<file path="src/hw/pfmbr_pkg.sv">
package pfmbr_pkg;

  // ----------------------------------------------------------------------
  // Port lanes, eight bits each, in the flat pin vectors
  // ----------------------------------------------------------------------
  localparam logic [2:0] IX_ADDR = 3'h0;
  localparam logic [2:0] IX_CTRL = 3'h1;
  localparam logic [2:0] IX_SEL = 3'h2;
  localparam logic [2:0] IX_ANA = 3'h3;
  localparam logic [2:0] IX_PAT = 3'h4;
  localparam logic [2:0] IX_TMR = 3'h5;
  localparam logic [2:0] IX_IRQ = 3'h6;
  localparam logic [2:0] IX_SER = 3'h7;

  // ----------------------------------------------------------------------
  // Register kinds on the access port
  // ----------------------------------------------------------------------
  localparam logic [1:0] KIND_LATCH = 2'h0;
  localparam logic [1:0] KIND_DIR = 2'h1;
  localparam logic [1:0] KIND_FUNC = 2'h2;
  localparam logic [1:0] KIND_PINS = 2'h3;

  // ----------------------------------------------------------------------
  // Bit masks and reset values, lane 7 first
  // ----------------------------------------------------------------------
  localparam logic [63:0] PORT_BITS = 64'h3FFF_0FFF_0F07_FCFF;
  localparam logic [63:0] DIR_BITS = 64'h3FFF_0FFF_0007_FCFF;
  localparam logic [63:0] FUNC_BITS = 64'h2DCC_0EFF_0007_F4FF;
  localparam logic [63:0] FUNC_OUT_MASK = 64'h2D4C_0EFF_0007_E4FF;
  localparam logic [63:0] PD_MASK = 64'h0000_0000_0004_00FF;
  localparam logic [63:0] PU_MASK = 64'h3FFF_0FFF_0003_FC00;
  localparam logic [63:0] REL_MASK = 64'h0000_0000_0007_C4FF;
  localparam logic [63:0] REL_PD = 64'h0000_0000_0000_00FF;
  localparam logic [63:0] LATCH_RST = 64'h3FFF_0FFF_0003_FC00;
  localparam logic [63:0] DIR_RST = 64'h0000_0000_0000_0000;
  localparam logic [63:0] FUNC_RST = 64'h0000_0000_0000_0000;
  localparam logic [7:0] BYTE_ZERO = 8'h00;

  // ----------------------------------------------------------------------
  // Bus ownership states
  // ----------------------------------------------------------------------
  typedef enum logic [2:0] {
    ST_OWN = 3'b001,
    ST_PARK = 3'b010,
    ST_REL = 3'b100
  } pfmbr_bus_t;

endpackage : pfmbr_pkg

</file>
<file path="src/hw/pfmbr_top.sv">
`timescale 1ns/1ns
`default_nettype none

// What this block does
// Reset clears address-port latch, direction, function; bits become inputs with pull-down.
// Address-port input bit: latch 1 removes pull-down, latch 0 connects it.
// Direction and function both set drive address bits; software writes both together. Here each register write loads only one of them.
// Reset sets control-port latch to ones, clears direction and function; unused bits stay zero.
// Pull-up pins: input mode pull-up follows latch; direction 1, function 0 is output.
// Third chip-select pin in input mode: pull-down when latch 0, none when 1.
// Software uses wait pin with direction 0 and sampled-wait code in controller.
// Reset makes select-port pins inputs; first two pulled up, third pulled down.
// Select-port direction and function 1 output block strobe, shape chosen per block.
// Analog pins are input only; converter channel field picks the sampled pin.
// Reset makes pattern port inputs with pull-ups, latch ones, function cleared.
// Pattern function bit drives generator 0 on pins 0-3, generator 1 on 4-7.
// Reset makes timer port inputs with pull-ups, function cleared, general ports.
// Timer port: clock input pin 0, timer output pin 1, PWM pins 2 and 3.
// Interrupt port resets to pulled-up inputs, latch ones; function enables timer pins.
// Software sets the interrupt input-enable bit to use interrupt-0 pin.
// Serial outputs need direction and function 1; inputs use 0, latch selects pull-up.
// While bus acknowledge is low, multiplexed address/data pins float.
// At release read and write strobes drive high, then float without pull-up.
// Strobes in function mode drive high, then float with pull-up; port mode unchanged.
// Address pins in function mode drive low, then float with pull-down.
// Third chip-select pin in function mode gets a pull-up while the bus is released.
// Internal memory and I/O access blocked while released; peripherals keep running.
// External resistors hold multiplexed lines and strobes while the bus is released.
// After reset every pin is a general port; two-way pins are inputs.
// Release after request and cycle end; acknowledge low until request withdrawn.
module pfmbr_top (
  // Clock and reset
  input wire logic REF_CLK,
  input wire logic RESET_N,
  // Register access
  input wire logic REG_WR,
  input wire logic [2:0] REG_PORT,
  input wire logic [1:0] REG_KIND,
  input wire logic [7:0] REG_WDATA,
  output logic [7:0] REG_RDATA,
  // Port pins, eight bits per port lane
  input wire logic [63:0] PORT_I,
  output logic [63:0] PORT_O,
  output logic [63:0] PORT_OE,
  output logic [63:0] PORT_PU,
  output logic [63:0] PORT_PD,
  // Dedicated bus pins
  output logic [15:0] AD_O,
  output logic AD_OE,
  output logic RD_N_O,
  output logic WR_N_O,
  output logic STROBE_OE,
  output logic BUS_ACK_N,
  output logic INT_ACCESS_BLOCK,
  // Bus controller side
  input wire logic [15:0] CORE_AD,
  input wire logic CORE_AD_OE,
  input wire logic CORE_RD_N,
  input wire logic CORE_WR_N,
  input wire logic [7:0] CORE_ADDR_P2,
  input wire logic CORE_HWR_N,
  input wire logic CORE_RW,
  input wire logic CORE_RAS_N,
  input wire logic [2:0] CS_N,
  input wire logic [2:0] CAS_N,
  input wire logic [2:0] STROBE_SHAPE,
  input wire logic BUS_CYCLE_END,
  output logic WAIT_N,
  // Peripheral outputs
  input wire logic [3:0] PG0,
  input wire logic [3:0] PG1,
  input wire logic TMR_OUT1,
  input wire logic PWM_OUT0,
  input wire logic PWM_OUT1,
  input wire logic [2:0] TFF_OUT,
  input wire logic SERIAL0_TRANSMIT,
  input wire logic TXD1,
  input wire logic SERIAL0_CLOCK_OUT,
  input wire logic SCLK1_OUT,
  // Peripheral inputs
  input wire logic [1:0] CONV_CHANNEL,
  input wire logic IRQ0_INPUT_ENABLE,
  output logic [3:0] ANALOG_SELECT,
  output logic ANALOG_SAMPLE,
  output logic TIMER_CLOCK_IN0,
  output logic [3:0] TIMER_CLOCKS,
  output logic EXT_IRQ_ZERO,
  output logic [1:0] RXD,
  output logic SERIAL0_CLEAR_TO_SEND_SERIAL0_CLOCK_IN,
  output logic SCLK1_IN
);

  logic [63:0] latch_reg, dir_reg, fn_reg;
  logic [63:0] pin_meta_reg, pin_sync_reg;
  logic [63:0] func_o, sel, rel;
  logic [63:0] o_next, oe_next, pu_next, pd_next;
  logic [5:0] lane;
  logic bus_req, park, released;
  pfmbr_pkg::pfmbr_bus_t bus_reg, bus_next;

  assign lane = {REG_PORT, 3'b000};

  // ----------------------------------------------------------------------
  // Port registers
  // ----------------------------------------------------------------------
  // Writes are masked so that unused and fixed bits always read as zero.
  always_ff @(posedge REF_CLK) begin
    if (!RESET_N) begin
      // address port cleared
      // control latch ones
      // select port inputs
      // pattern port pulled up
      // timer port general
      // interrupt port latch ones
      // all pins general inputs
      latch_reg <= pfmbr_pkg::LATCH_RST;
      dir_reg <= pfmbr_pkg::DIR_RST;
      fn_reg <= pfmbr_pkg::FUNC_RST;
    end else if (REG_WR) begin
      // each register written alone
      case (REG_KIND)
        pfmbr_pkg::KIND_LATCH: latch_reg[lane +: 8] <= REG_WDATA & pfmbr_pkg::PORT_BITS[lane +: 8];
        pfmbr_pkg::KIND_DIR: dir_reg[lane +: 8] <= REG_WDATA & pfmbr_pkg::DIR_BITS[lane +: 8];
        pfmbr_pkg::KIND_FUNC: fn_reg[lane +: 8] <= REG_WDATA & pfmbr_pkg::FUNC_BITS[lane +: 8];
        default: latch_reg <= latch_reg;
      endcase
    end
  end

  always_ff @(posedge REF_CLK) begin
    if (!RESET_N) begin
      REG_RDATA <= pfmbr_pkg::BYTE_ZERO;
    end else begin
      case (REG_KIND)
        pfmbr_pkg::KIND_LATCH: REG_RDATA <= latch_reg[lane +: 8];
        pfmbr_pkg::KIND_DIR: REG_RDATA <= dir_reg[lane +: 8];
        pfmbr_pkg::KIND_FUNC: REG_RDATA <= fn_reg[lane +: 8];
        default: REG_RDATA <= pin_sync_reg[lane +: 8] & pfmbr_pkg::PORT_BITS[lane +: 8];
      endcase
    end
  end

  // ----------------------------------------------------------------------
  // Pin input synchroniser
  // ----------------------------------------------------------------------
  always_ff @(posedge REF_CLK) begin
    if (!RESET_N) begin
      pin_meta_reg <= 64'h0;
      pin_sync_reg <= 64'h0;
    end else begin
      pin_meta_reg <= PORT_I;
      pin_sync_reg <= pin_meta_reg;
    end
  end

  // ----------------------------------------------------------------------
  // Bus release sequencing
  // ----------------------------------------------------------------------
  // The request pin counts only when it is configured as the request input.
  assign bus_req = ~pin_sync_reg[12] & fn_reg[12] & ~dir_reg[12];
  assign park = bus_reg == pfmbr_pkg::ST_PARK;
  assign released = bus_reg == pfmbr_pkg::ST_REL;
  // internal access blocked
  assign INT_ACCESS_BLOCK = bus_reg != pfmbr_pkg::ST_OWN;
  assign BUS_ACK_N = ~released;

  always_comb begin
    bus_next = bus_reg;
    case (bus_reg)
      // release after cycle end
      pfmbr_pkg::ST_OWN: bus_next = (bus_req && BUS_CYCLE_END) ? pfmbr_pkg::ST_PARK : pfmbr_pkg::ST_OWN;
      pfmbr_pkg::ST_PARK: bus_next = pfmbr_pkg::ST_REL;
      pfmbr_pkg::ST_REL: bus_next = bus_req ? pfmbr_pkg::ST_REL : pfmbr_pkg::ST_OWN;
      default: bus_next = pfmbr_pkg::ST_OWN;
    endcase
  end

  always_ff @(posedge REF_CLK) begin
    if (!RESET_N) begin
      bus_reg <= pfmbr_pkg::ST_OWN;
    end else begin
      bus_reg <= bus_next;
    end
  end

  // ----------------------------------------------------------------------
  // Pin multiplexing
  // ----------------------------------------------------------------------
  // strobe shape per block
  // pattern generators split
  // timer outputs placed
  assign func_o = {
    {2'b00, SCLK1_OUT, 1'b0, TXD1, SERIAL0_CLOCK_OUT, 1'b0, SERIAL0_TRANSMIT},
    {1'b0, TFF_OUT[2], 2'b00, TFF_OUT[1], TFF_OUT[0], 2'b00},
    {4'h0, PWM_OUT1, PWM_OUT0, TMR_OUT1, 1'b0},
    {PG1, PG0},
    8'h00,
    {5'h00, (STROBE_SHAPE & CAS_N) | (~STROBE_SHAPE & CS_N)},
    {CORE_RAS_N, CORE_RW, BUS_ACK_N, 2'b00, CORE_HWR_N, 2'b00},
    CORE_ADDR_P2};

  // function needs direction too
  assign sel = fn_reg & dir_reg & pfmbr_pkg::FUNC_OUT_MASK;
  // Only function-mode strobe and address pins take part in a release.
  assign rel = fn_reg & dir_reg & pfmbr_pkg::REL_MASK;

  always_comb begin
    // address output selected
    o_next = (sel & func_o) | (~sel & latch_reg);
    // direction 1 drives
    oe_next = dir_reg & pfmbr_pkg::PORT_BITS;
    // pull-up follows latch
    pu_next = ~dir_reg & latch_reg & pfmbr_pkg::PU_MASK;
    // pull-down follows inverted latch
    // pull-down on latch 0
    pd_next = ~dir_reg & ~latch_reg & pfmbr_pkg::PD_MASK;
    // strobes park high
    // address parks low
    if (park) begin
      o_next = (o_next & ~rel) | (rel & ~pfmbr_pkg::REL_PD);
    end
    if (released) begin
      // float with pull-up
      // float with pull-down
      // select pin pulled up
      oe_next = oe_next & ~rel;
      pu_next = pu_next | (rel & ~pfmbr_pkg::REL_PD);
      pd_next = (pd_next & ~rel) | (rel & pfmbr_pkg::REL_PD);
    end
  end

  // Registered pins keep glitches from the select logic off the package.
  always_ff @(posedge REF_CLK) begin
    if (!RESET_N) begin
      PORT_O <= 64'h0;
      PORT_OE <= 64'h0;
      PORT_PU <= 64'h0;
      PORT_PD <= 64'h0;
      AD_O <= 16'h0000;
      AD_OE <= 1'b0;
      RD_N_O <= 1'b1;
      WR_N_O <= 1'b1;
      STROBE_OE <= 1'b0;
    end else begin
      PORT_O <= o_next;
      PORT_OE <= oe_next;
      PORT_PU <= pu_next;
      PORT_PD <= pd_next;
      AD_O <= CORE_AD;
      // data bus floats
      AD_OE <= CORE_AD_OE & ~park & ~released;
      // strobes high, then float
      RD_N_O <= CORE_RD_N | park;
      WR_N_O <= CORE_WR_N | park;
      STROBE_OE <= ~released;
    end
  end

  // ----------------------------------------------------------------------
  // Input functions
  // ----------------------------------------------------------------------
  always_ff @(posedge REF_CLK) begin
    if (!RESET_N) begin
      WAIT_N <= 1'b1;
      ANALOG_SELECT <= 4'h0;
      ANALOG_SAMPLE <= 1'b0;
      TIMER_CLOCK_IN0 <= 1'b0;
      TIMER_CLOCKS <= 4'h0;
      EXT_IRQ_ZERO <= 1'b0;
      RXD <= 2'b11;
      SERIAL0_CLEAR_TO_SEND_SERIAL0_CLOCK_IN <= 1'b1;
      SCLK1_IN <= 1'b1;
    end else begin
      // wait pin as input
      WAIT_N <= pin_sync_reg[11] | dir_reg[11];
      // channel picks pin
      ANALOG_SELECT <= 4'h1 << CONV_CHANNEL;
      ANALOG_SAMPLE <= pin_sync_reg[{4'h6, CONV_CHANNEL}];
      // timer clock input
      TIMER_CLOCK_IN0 <= pin_sync_reg[40] & ~dir_reg[40];
      TIMER_CLOCKS <= {pin_sync_reg[53], pin_sync_reg[52], pin_sync_reg[49], pin_sync_reg[48]};
      // interrupt input gated
      EXT_IRQ_ZERO <= pin_sync_reg[55] & fn_reg[55] & ~dir_reg[55] & IRQ0_INPUT_ENABLE;
      // serial inputs
      RXD <= {pin_sync_reg[60], pin_sync_reg[57]};
      SERIAL0_CLEAR_TO_SEND_SERIAL0_CLOCK_IN <= pin_sync_reg[58];
      SCLK1_IN <= pin_sync_reg[61];
    end
  end
endmodule : pfmbr_top
`default_nettype wire

</file>
<file path="config.mk">
export PLATFORM = sky130hd
export DESIGN_NAME = pfmbr_top
export DESIGN_NICKNAME = d
export VERILOG_FILES = /design/src/hw/pfmbr_pkg.sv /design/src/hw/pfmbr_top.sv
export SDC_FILE = /design/constraint.sdc
export NUM_CORES = 1
export LEC_CHECK = 0
export ABC_AREA = 1
export BUFFER_PORTS_ARGS = -buffer_cell sky130_fd_sc_hd__buf_4
export CORE_UTILIZATION = 54
export CTS_CLUSTER_DIAMETER = 40
export DETAILED_ROUTE_END_ITERATION = 6
export MAX_ROUTING_LAYER = met4
export PLACE_DENSITY_LB_ADDON = 0.3
export SKIP_LAST_GASP = 1
export SLEW_MARGIN = 20
export SYNTH_ARGS = -nofsm -noshare
export SYNTH_HDL_FRONTEND = slang
export SYNTH_SLANG_ARGS = --single-unit
</file>
<file path="constraint.sdc">
create_clock -name REF_CLK -period 3.21 [get_ports REF_CLK]
set_input_delay 0.642 -clock REF_CLK [delete_from_list [all_inputs] [get_ports REF_CLK]]
set_output_delay 0.642 -clock REF_CLK [all_outputs]
set_load 0.02 [all_outputs]
</file>
# Word-level counts from Yosys, hierarchy flattened
# Index checks and enable logic that the tools add are counted.
# W data, S select, Z words.
# word_totals
ff_bits,623
input_bits,141
output_inout_bits,302
elab_cells,108
# classes
addsub,1
order_cmp,1
n_eq_ne,6
shift,12
muxes,13
bitwise_logic,41
reduce_logical,6
# ops
cell,count
$shiftx A64 B7 Y8,4
$bwmux W64,3
$shiftx A64 B7 Y8 const A,3
$shiftx A8 B8 Y64,3
$and A62 B62 Y62,3
$and A64 B64 Y64,2
$mux W62,2
$and A19 B64 Y64,1
$and A62 B64 Y64,1
$mux W64,1
$not A19 Y64,1
$not A62 Y64,1
$or A62 B64 Y64,1
$or A64 B19 Y64,1
$or A64 B8 Y64,1
$shift A8 B8 Y64 const A,1
$not A62 Y62,1
$or A62 B19 Y62,1
$and A8 B8 Y8,4
$pmux W8 S3,1
$and A19 B19 Y19,1
$mux W19,1
$not A19 Y19,1
$pmux W3 S3,1
other kinds (22),40

# Longest topological paths before layout
# Gate-level depths: netlist of the first run.
# logic_depth
ltp_word,8
depth_mapped,17
depth_no_buf,12

# Least setup slack after synthesis of the first run
# No wires, ideal clock.
# synth_path
path_type,input to register
start,input port REG_PORT[0]
end,register dir_reg[39]
setup_time_ps,115
arrival_ps,2707
t_required_ps,3095
slack_ps,387
cell_stages,17
n_path_buf,5
path_cell_list,buf_4 > inv_4 > buf_4 > buf_2 > ha_1 > inv_1 > ha_1 > buf_6 > clkinv_4 > nand2_2 > nor3_2 > inv_2 > nor2_4 > buf_4 > nand2_1 > o21ai_0 > inv_1
# synth_between
elab_chain_len,4
word_cells_on_any_way,6
cone_classes,1 x add/sub; 3 x shift; 1 x mux; 1 x bitwise
# synth_lines
item,line,source
start: declaration,pfmbr_top.sv:37,"input wire logic [2:0] REG_PORT,"
$shiftx A64 B7 Y8,pfmbr_top.sv:123,pfmbr_pkg::KIND_DIR: dir_reg[lane +: 8] <= REG_WDATA & pfmbr_pkg::DIR_BITS[lane +: 8];
$and A8 B8 Y8,pfmbr_top.sv:123,
$shiftx A8 B8 Y64,pfmbr_top.sv:123,
$bwmux W64 *,pfmbr_top.sv:123,
end signal: assignment,pfmbr_top.sv:117,dir_reg <= pfmbr_pkg::DIR_RST;
end signal: indexed assignment,pfmbr_top.sv:123,
end: declaration,pfmbr_top.sv:93,"logic [63:0] latch_reg, dir_reg, fn_reg;"
# Mark *: on every way between the ends. The rest lies on a longest branch, timed or not.
# A chain may end at the register's enable or synchronous reset.

# Worst setup path in the final report of the first run
# layout_path
start,register bus_reg[2]
end,output port BUS_ACK_N
# layout_between
elab_chain_len,2
# layout_lines
item,line,source
start: declaration,pfmbr_top.sv:99,"pfmbr_pkg::pfmbr_bus_t bus_reg, bus_next;"
start signal: assignment,pfmbr_top.sv:180,bus_reg <= pfmbr_pkg::ST_OWN;
start signal: assignment,pfmbr_top.sv:182,bus_reg <= bus_next;
$eq A3 B3 Y1,pfmbr_top.sv:162,assign released = bus_reg == pfmbr_pkg::ST_REL;
$not A1 Y1,pfmbr_top.sv:165,assign BUS_ACK_N = ~released;
end: declaration,pfmbr_top.sv:53,"output logic BUS_ACK_N,"
# Every way passes these cells.

==> results of run 1 <==
[cell type report]
class	count	area (um^2)
fill	3005	11500
sequential	498	9970
multi-input combinational	1512	7220
timing repair buffer	387	3040
clock buffer	75	1600
inverter	349	1330
tap	461	577
clock inverter	31	327
antenna	1	2.50
[worst max-delay path, cell delays in order (launching register included)]
cell and delay [ns]:
dfxtp_1 0.33, inv_1 0.06, nor3_2 0.10, buf_4 0.23
inv_1 0.21, buf_4 0.22
[report_power, final]
group / switching, mW / internal [mW]
combinational: 1.02 / 0.487
sequential: 0.0782 / 6.37
clock: 2.71 / 3.81
[layer usage]
| metal | GRT usage (%) | part of all wire (%) |
|---|---|---|
| met2 | 54.0 | 47 |
| met4 | 16.3 | 4.6 |
| met5 | - | 0 |
| met3 | 6.38 | 8.6 |
| met1 | 40.8 | 40 |
[kinds of logic (layout without fill, tap and decap cells)]
family / count (synthesis) / in the layout / share of synthesized area [%]
buffers and inverters: 573 / 842 / 13.9
AO/OA/AOI/OAI: 444 / 444 / 13.3
adder cells (fa/ha/maj): 10 / 10 / 0.641
other: 1 / 102 / 0.0192
AND/OR/NAND/NOR: 954 / 954 / 20.9
flip-flops: 498 / 498 / 51.1
multiplexers: 3 / 3 / 0.173
[cells in the mapped netlist, drive strengths merged]
cell type,number,share of area [%]
a211oi,42,2.1
a21oi,192,4.9
a221oi,3,0.13
a22oi,9,0.35
a311oi,1,0.045
and3,1,0.032
buf,165,6.0
clkbuf,59,1.1
clkinv,1,0.045
conb,1,0.019
dfxtp,498,51
ha,10,0.64
inv,348,6.8
mux2,3,0.17
nand2,583,12
nand3,100,2.7
nand4,11,0.35
nor2,220,5.1
nor3,34,0.92
nor4,1,0.032
o2111ai,1,0.045
o211a,3,0.15
o211ai,23,0.88
o21a,1,0.038
o21ai,149,3.8
o221a,2,0.12
o22ai,7,0.22
o31ai,11,0.42
or2,4,0.13
[final timing paths]
path / from / endpoint / slack (ns)
worst min-delay path: CORE_WR_N / WR_N_O / 0.21
worst max-delay path: bus_reg[2] / BUS_ACK_N / 0.83
worst max register to register: bus_reg[0] / PORT_O[2] / 1.50
worst min register to register: pin_meta_reg[26] / pin_sync_reg[26] / 0.41
[per-stage QoR]
step | util, % | cell area (um^2) | hold WS, ns
6_report | 67.6 | 24100 | 0.213
4_1_cts | 67.6 | 24100 | 0.199
5_1_grt | 67.6 | 24100 | 0.213
3_5_place_dp | 62.2 | 22100 | 0.397
3_3_place_gp | 62.2 | 22100 | 0.394
2_1_floorplan | - | 19900 | 0.390
==> results.sh, run 1 <==
export IMPL_status="finished, final reports clean"
export IMPL_setup_viol=0
export IMPL_row_count=69
export IMPL_dr_total_vias=17200
export IMPL_start_kind="register"
export IMPL_power_density_nw_per_um2=602
export IMPL_grt_max_degree=87
export IMPL_cts_root_buf="clkbuf_16"
export IMPL_die_w_um=192
export IMPL_port_buffers=329
export IMPL_netlist_area_um2=19500
export IMPL_cts_tree="done"
export IMPL_ant_nets=0
export IMPL_wl_um=61200
export IMPL_cts_setup_buffers=0
export IMPL_hold_viol=0
export IMPL_cts_buffers=57
export IMPL_ys_ff_latch=498
export IMPL_hpwlAfterDp_um=43500
export IMPL_relSlewSlack_pct=50.4
export IMPL_dp_slack_ns=0.393
export IMPL_cts_resized=0
export IMPL_min_path_cells=3
export IMPL_maxCapViolCount=0
export IMPL_fin_ws_ns=0.825
export IMPL_layout_area_overhead_vs_synth_pct=23.2
export IMPL_setup_tns_final_ns=0
export IMPL_grt_pass1_vias=16100
export IMPL_dieArea_um2=36900
export IMPL_ys_types=46
export IMPL_drv_slew=0
export IMPL_path_class="register to output pin"
export IMPL_antenna_found_initial=0
export IMPL_drive_gt1_share_pct=20.0
export IMPL_p_leak_nw=12.2
export IMPL_worstPathMaxFanout=15
export IMPL_die_height_um=192
export IMPL_arrival_ns=1.74
export IMPL_path_clk_slew_ns=0.06
export IMPL_track_usage_pct=33.8
export IMPL_htree_num_levels=2
export IMPL_insertion_delay_ns=0.62
export IMPL_worst_setup_path_end_kind="output pin"
export IMPL_rsz0062_at_grt="false"
export IMPL_wl_per_cell_um=18.5
export IMPL_final_common_cell="nand2_1"
export IMPL_worst_ep_required_time_ns=2.57
export IMPL_clockBufferDepth=3
export IMPL_cts_sinks=498
export IMPL_yosysWarningCount=0
export IMPL_grt_pass1_wl_um=90900
export IMPL_mostFrequentLayoutCells="nand2_1 (571), dfxtp_1 (498), buf_4 (376)"
export IMPL_first_iter_violations=1527
export IMPL_fin_crit_ns=2.38
export IMPL_r2r_cells=6
export IMPL_drtPass1Iterations=5
export IMPL_nets=2956
export IMPL_io_pins=443
export IMPL_stdcell_count=3314
export IMPL_tightestPinTransition_ns=0.743
export IMPL_vias_per_cell=5.19
export IMPL_holdCritPathClass="input pin to register"
export IMPL_postCtsHoldBufs=0
export IMPL_synth_area_per_cell_um2=7.86
export IMPL_yosysSeqAreaShare_pct=51.1
export IMPL_fmax_mhz=419
export IMPL_initial_core_util_pct=54.9
export IMPL_gp_congestion=0.989
export IMPL_syn_inst=2483
export IMPL_finalCritPeriodShare_pct=74.3
export IMPL_finClkSkew_ns=0.0232
export IMPL_grt_overflow=0
export IMPL_coreArea_um2=35600
export IMPL_irDropWorstVdd_mv=0.530
export IMPL_drc_errors=0
export IMPL_placed_cells=3207
export IMPL_power_mw=14.5
No activity file was read; power rests on OpenSTA's default activity.
==> inputs of run 2 (changes only) <==
Settings changed: CORE_UTILIZATION 54 to 49.
Clock period 3.21 ns to 2 ns, I/O delays scaled along.
==> run 2 against run 1 <==
- via count rose by 4.5%
- setup slack got worse by 0.75 ns
- sequential share of layout area fell by 4.0 points
- register-to-register slack got worse by 0.97 ns
- non-clock buffer count rose by 186
- clock skew fell by 0.011 ns
- utilization rose by 0.61 points
- critical endpoint unchanged
==> results.sh, run 2 (same netlist as run 1, synthesis figures left out) <==
export IMPL_cts_buffers=66
export IMPL_port_buffers=329
export IMPL_dr_wl_met3_um=4210
export IMPL_regArea_um2=9970
export IMPL_first_iter_violations=1419
export IMPL_vias_per_cell=5.04
export IMPL_holdWs_ns=0.0149
export IMPL_cts_tree="done"
export IMPL_dieArea_um2=40600
export IMPL_path_class="register to output pin"
export IMPL_drv_slew=0
export IMPL_irDropWorstVdd_mv=0.664
export IMPL_dp_slack_ns=-0.319
export IMPL_die_w_um=202
export IMPL_row_count=72
export IMPL_layout_area_overhead_vs_synth_pct=36.4
export IMPL_dr_total_vias=18000
export IMPL_arrival_ns=1.53
export IMPL_met1_length_um=28500
export IMPL_htree_num_levels=3
export IMPL_initial_core_util_pct=50.0
export IMPL_met2WireLength_um=32200
export IMPL_finalCritPeriodShare_pct=96.5
export IMPL_holdCritPathClass="input pin to register"
export IMPL_grt_max_degree=102
export IMPL_hpwlAfterDp_um=48000
export IMPL_path_clk_slew_ns=0.06
export IMPL_wl_per_cell_um=18.8
export IMPL_nFillCells=3086
export IMPL_drc_errors=0
export IMPL_io_pins=443
export IMPL_drive_gt1_share_pct=23.7
export IMPL_worst_ep_required_time_ns=1.60
export IMPL_top_layer="met4"
export IMPL_cts_sinks=498
export IMPL_finClkSkew_ns=0.0127
export IMPL_power_density_nw_per_um2=971
export IMPL_coreArea_um2=39000
export IMPL_gp_congestion=0.999
export IMPL_grt_pass1_vias=17400
export IMPL_antenna_found_initial=1
export IMPL_worstPathMaxFanout=7
export IMPL_fin_ws_ns=0.0709
export IMPL_fmax_mhz=518
export IMPL_p_leak_nw=13.4
export IMPL_grt_overflow=0
export IMPL_multiInputGateArea_um2=7290
export IMPL_clockBufferDepth=3
export IMPL_ant_nets=0
export IMPL_wl_um=67000
export IMPL_n_antenna_cell=0
export IMPL_maxCapViolCount=0
export IMPL_tightestPinTransition_ns=0.564
export IMPL_rsz0062_at_grt="true"
export IMPL_mostFrequentLayoutCells="nand2_1 (571), dfxtp_1 (498), buf_4 (471)"
export IMPL_drtPass1Iterations=5
export IMPL_worst_setup_path_end_kind="output pin"
export IMPL_cts_root_buf="clkbuf_16"
export IMPL_fin_crit_ns=1.93
export IMPL_stdcell_count=3566
export IMPL_hold_viol=0
export IMPL_start_kind="register"
export IMPL_status="finished, final reports clean"
export IMPL_nets=3151
export IMPL_setup_viol=0
export IMPL_insertion_delay_ns=0.58
export IMPL_relSlewSlack_pct=62.3
export IMPL_cts_setup_buffers=0
export IMPL_grt_pass1_wl_um=100000
export IMPL_track_usage_pct=33.5
export IMPL_placed_cells=3391
export IMPL_die_height_um=202
export IMPL_final_common_cell="nand2_1"
==> run 2: changes by cell type in the layout (fill, tap and decap cells not counted), sizes merged <==
| cell | previous run | this run |
|---|---|---|
| buf | 386 | 513 |
| inv | 362 | 360 |
| clkinvlp | 2 | 6 |
| bufinv | 3 | 10 |
| dlygate4sd3 | 0 | 59 |
| clkbuf | 76 | 82 |
| clkinv | 13 | 8 |
| diode | 1 | 0 |
==> run 2: where the power goes <==
group | switching (mW) | total [mW] | leakage, nW | internal [mW]
Combinational | 1.75 | 2.83 | 8.18 | 1.08
Clock | 4.62 | 12.6 | 1.15 | 8.03
Sequential | 0.137 | 10.4 | 4.08 | 10.2
Total | 6.50 | 25.8 | 13.4 | 19.3
==> run 2: worst max-delay path: stages, from the launching register on <==
cell	delay [ns]
dfxtp_1	0.34
inv_1	0.06
nor3_2	0.13
inv_1	0.20
buf_4	0.22
==> run 2: worst paths after layout <==
check / startpoint / endpoint / slack, ns / cells past startpoint
setup / recovery: bus_reg[2] / BUS_ACK_N / 0.07 / 4
hold / removal: PORT_I[61] / pin_meta_reg[61] / 0.01 / 3
setup reg to reg: dir_reg[12] / REG_RDATA[4] / 0.53 / 8
hold reg to reg: pin_meta_reg[27] / pin_sync_reg[27] / 0.41 / 2
==> run 2: timing repair <==
item                                    CTS  global route
hold buffers                             59             0
gates resized for setup                   0             1
endpoints found under the setup margin    0             1
endpoints found under the hold margin    59             0
==> run 2: final cells by class <==
| type | count | area share [%] |
|---|---|---|
| repair buffers | 573 | 18.7 |
| well taps | 518 | 2.43 |
| clock inverters | 35 | 1.99 |
| flip-flops and latches | 498 | 37.4 |
| clock buffers | 81 | 7.00 |
| inverters | 349 | 5.04 |
| multi-input cells | 1512 | 27.4 |
==> run 2: layer usage <==
layer	track usage, %	up-vias
li1	-	8663
met3	3.95	114
met4	12.7	0
met2	54.7	776
met1	42.3	8408
met5	-	-
==> run 2: through the flow <==
stage | total power, mW | TNS [ns] | instance area [um^2] | utilization, %
detailed placement | 13.3 | -25.04 | 23600 | 60.6
floorplan | 12.1 | -15.61 | 20000 | -
finish | 25.8 | 0 | 26600 | 68.3
CTS | 25.9 | 0 | 26600 | 68.2
global placement | 13.2 | -22.01 | 23600 | 60.6
global route | 26.6 | -0.00567 | 26600 | 68.3
==> inputs of run 3 (changes only) <==
Settings changed: ABC_AREA 1 to default, CORE_UTILIZATION 49 to 54.
Clock period 2 ns to 1.8 ns, I/O delays scaled along.
==> run 3 against run 2 <==
- the flow now finishes with violations (negative setup slack)
- die area is 11% lower
- synthesized cell count fell by 16%
- clock skew up 0.0080 ns
- critical path depth fell by 2
- register-to-register slack got worse by 0.52 ns
- highest routed layer unchanged
==> results.sh, run 3 <==
export IMPL_path_class="register to output pin"
export IMPL_path_cells="or3b_4, buf_6"
export IMPL_status="complete, but fails checks"
export IMPL_p_sw_mw=6.73
export IMPL_irDropWorstVdd_mv=1.03
export IMPL_synth_simple_area_share_pct=21.2
export IMPL_synthAdderAreaFrac_pct=0.657
export IMPL_cts_buffers=55
export IMPL_holdCritPathClass="input pin to register"
export IMPL_p_leak_nw=11.6
export IMPL_ys_ff_latch=498
export IMPL_ys_types=68
export IMPL_crit_buf_inv=1
export IMPL_grt_max_degree=88
export IMPL_die_w_um=190
export IMPL_yosysWarningCount=0
export IMPL_power_frac_clock_pct=45.7
export IMPL_finalCritPeriodShare_pct=101
export IMPL_drv_slew=0
export IMPL_rsz0062_at_grt="true"
export IMPL_antenna_found_initial=1
export IMPL_mostFrequentLayoutCells="buf_4 (552), dfxtp_1 (494), nor2_1 (291)"
export IMPL_min_path_cells=2
export IMPL_hold_viol=0
export IMPL_drc_errors=0
export IMPL_worst_ep_required_time_ns=1.44
export IMPL_die_height_um=190
export IMPL_synth_compound_area_share_pct=13.4
export IMPL_drive_gt1_share_pct=28.4
export IMPL_grt_pass1_wl_um=105000
export IMPL_nets=2782
export IMPL_cts_sinks=498
export IMPL_htree_num_levels=2
export IMPL_dr_total_vias=17700
export IMPL_tightestPinTransition_ns=0.718
export IMPL_synth_area_per_cell_um2=9.19
export IMPL_power_internal_mw=19.8
export IMPL_yosysSeqAreaShare_pct=52.3
export IMPL_async_flop_share_pct=0
export IMPL_maxCapViolCount=0
export IMPL_p_comb_share_pct=11.0
export IMPL_placed_cell_area_um2=23400
export IMPL_violations="negative setup slack"
export IMPL_layout_area_overhead_vs_synth_pct=37.3
export IMPL_fin_crit_ns=1.83
export IMPL_vias_per_cell=5.66
export IMPL_path_depth=2
export IMPL_fin_ws_ns=-0.0255
export IMPL_io_pins=443
export IMPL_track_usage_pct=40.3
export IMPL_first_iter_violations=2026
export IMPL_reg2reg_to="REG_RDATA[4]"
export IMPL_yosys_most_used_dff="dfxtp_1"
export IMPL_hpwlAfterDp_um=49800
export IMPL_ant_nets=0
export IMPL_design_area_um2=26200
export IMPL_row_count=68
export IMPL_synthXorXnorAreaFrac_pct=0
export IMPL_synth_top_cell_by_area="dfxtp_1"
export IMPL_crit_family="simple AND/OR/NAND/NOR gates"
export IMPL_yosysTopAreaCellShare_pct=52.3
export IMPL_setup_viol=1
export IMPL_coreArea_um2=34600
export IMPL_drtPass1Iterations=6
export IMPL_r2r_slack_ns=0.01
export IMPL_synth_mux_area_share_pct=4.70
export IMPL_grt_overflow=0
export IMPL_grt_pass1_vias=17200
export IMPL_path_clk_slew_ns=0.07
export IMPL_p_sw_share_pct=25.4
export IMPL_cts_root_buf="clkbuf_16"
export IMPL_worst_setup_path_end_kind="output pin"
export IMPL_r2r_start="fn_reg[44]"
export IMPL_initial_core_util_pct=55.0
export IMPL_wl_um=72000
export IMPL_power_density_nw_per_um2=1010
export IMPL_start_kind="register"
export IMPL_ys_top_cells_by_count="dfxtp_1 (498), nor2_1 (297), and2_1 (196), a21oi_1 (170), nand2_1 (163)"
export IMPL_insertion_delay_ns=0.60
export IMPL_cp_endpoint="INT_ACCESS_BLOCK"
export IMPL_synth_top_family_by_area="simple AND/OR/NAND/NOR gates"
export IMPL_r2r_cells=5
export IMPL_arrival_ns=1.47
export IMPL_synth_edf_count=0
export IMPL_power_mw=26.5
export IMPL_relSlewSlack_pct=52.0
export IMPL_cts_tree="done"
export IMPL_synthMostInstantiatedCell="dfxtp_1"
export IMPL_clockBufferDepth=3
export IMPL_critPathLaunch="bus_reg[2]"
export IMPL_final_common_cell="buf_4"
export IMPL_fmax_mhz=548
export IMPL_slowest_stage="or3b_4"
export IMPL_cpPeakStageDelay_ns=0.40
export IMPL_synth_area_leaders="dfxtp_1 (52%), and2_1 (6.4%), nor2_1 (5.9%)"
export IMPL_worstPathMaxFanout=4
export IMPL_gp_congestion=1.05
export IMPL_finClkSkew_ns=0.0207
export IMPL_dieArea_um2=36000
export IMPL_wl_per_cell_um=23.0
export IMPL_cts_setup_buffers=0
export IMPL_port_buffers=329
export IMPL_syn_inst=2074
export IMPL_p_seq_share_pct=43.2
export IMPL_netlist_area_um2=19100
-- run 3: cell type report --
type	instances	area [um^2]
timing repair buffer	644	5280
clock buffer	68	1520
sequential	498	9970
tap	455	569
multi-input combinational	1417	8250
fill	2247	8470
inverter	15	92.6
antenna	1	2.50
clock inverter	34	468
-- run 3: worst min-delay path by stage --
| stage | slack (ns) | startpoint | to |
|---|---|---|---|
| after floorplan | 0.41 | pin_sync_reg[11] | WAIT_N |
| after global placement | 0.41 | pin_meta_reg[26] | pin_sync_reg[26] |
| after detailed placement | 0.42 | pin_meta_reg[34] | pin_sync_reg[34] |
| after CTS | 0.0003 | PORT_I[51] | pin_meta_reg[51] |
| after global routing | 0.01 | PORT_I[44] | pin_meta_reg[44] |
| final | 0.01 | PORT_I[44] | pin_meta_reg[44] |
-- run 3: timing repair --
action                                  in CTS  in global routing
gates cloned                                 0                  0
resized for setup                            7                 12
endpoints found under the setup margin       3                  8
hold buffers                                67                  1
endpoints found under the hold margin       67                  1
-- run 3: layer usage --
layer	global-route usage [%]	wire, um	vias to the layer above
met2	61.8	32900	1100
li1	-	-	7996
met5	-	0	-
met4	15.4	2550	0
met1	53.1	29700	8467
met3	6.81	6840	162
-- run 3: power by group through the flow --
stage               Sequential (mW)  Combinational (mW)  Clock (mW)
floorplan                      11.9                1.31           0
global placement               11.7                2.64           0
detailed placement             11.7                2.67           0
CTS                            11.5                2.81        12.1
global route                   11.5                3.04        12.6
finish                         11.5                2.92        12.1
-- run 3: cells by family after synthesis --
logic type	Yosys count
AOI/OAI and AO/OA	394
DFF	498
adders and majority gates	10
buffers and inverters	259
muxes	80
and+or+nand+nor	832
other	1
-- run 3: stage by stage --
stage / utilization (%) / worst slack, ns / cells / hold WS, ns / setup TNS [ns]
floorplan: - / -0.309 / 2174 / 0.405 / -33.47
global placement: 67.6 / -0.716 / 2961 / 0.413 / -54.57
detailed placement: 67.6 / -0.755 / 2961 / 0.417 / -61.52
CTS: 75.3 / -0.0309 / 3130 / 0.000306 / -0.0501
global route: 75.5 / -0.0438 / 3131 / 0.0107 / -0.0967
finish: 75.5 / -0.0255 / 3132 / 0.0106 / -0.0255
-- run 3: worst reg2reg max path, delay by kind of cell, from the launching register on --
family | cells | cell delay (ns)
compound gates | 3 | 0.60
buf+inv | 1 | 0.17
flops | 1 | 0.36
mux | 1 | 0.53
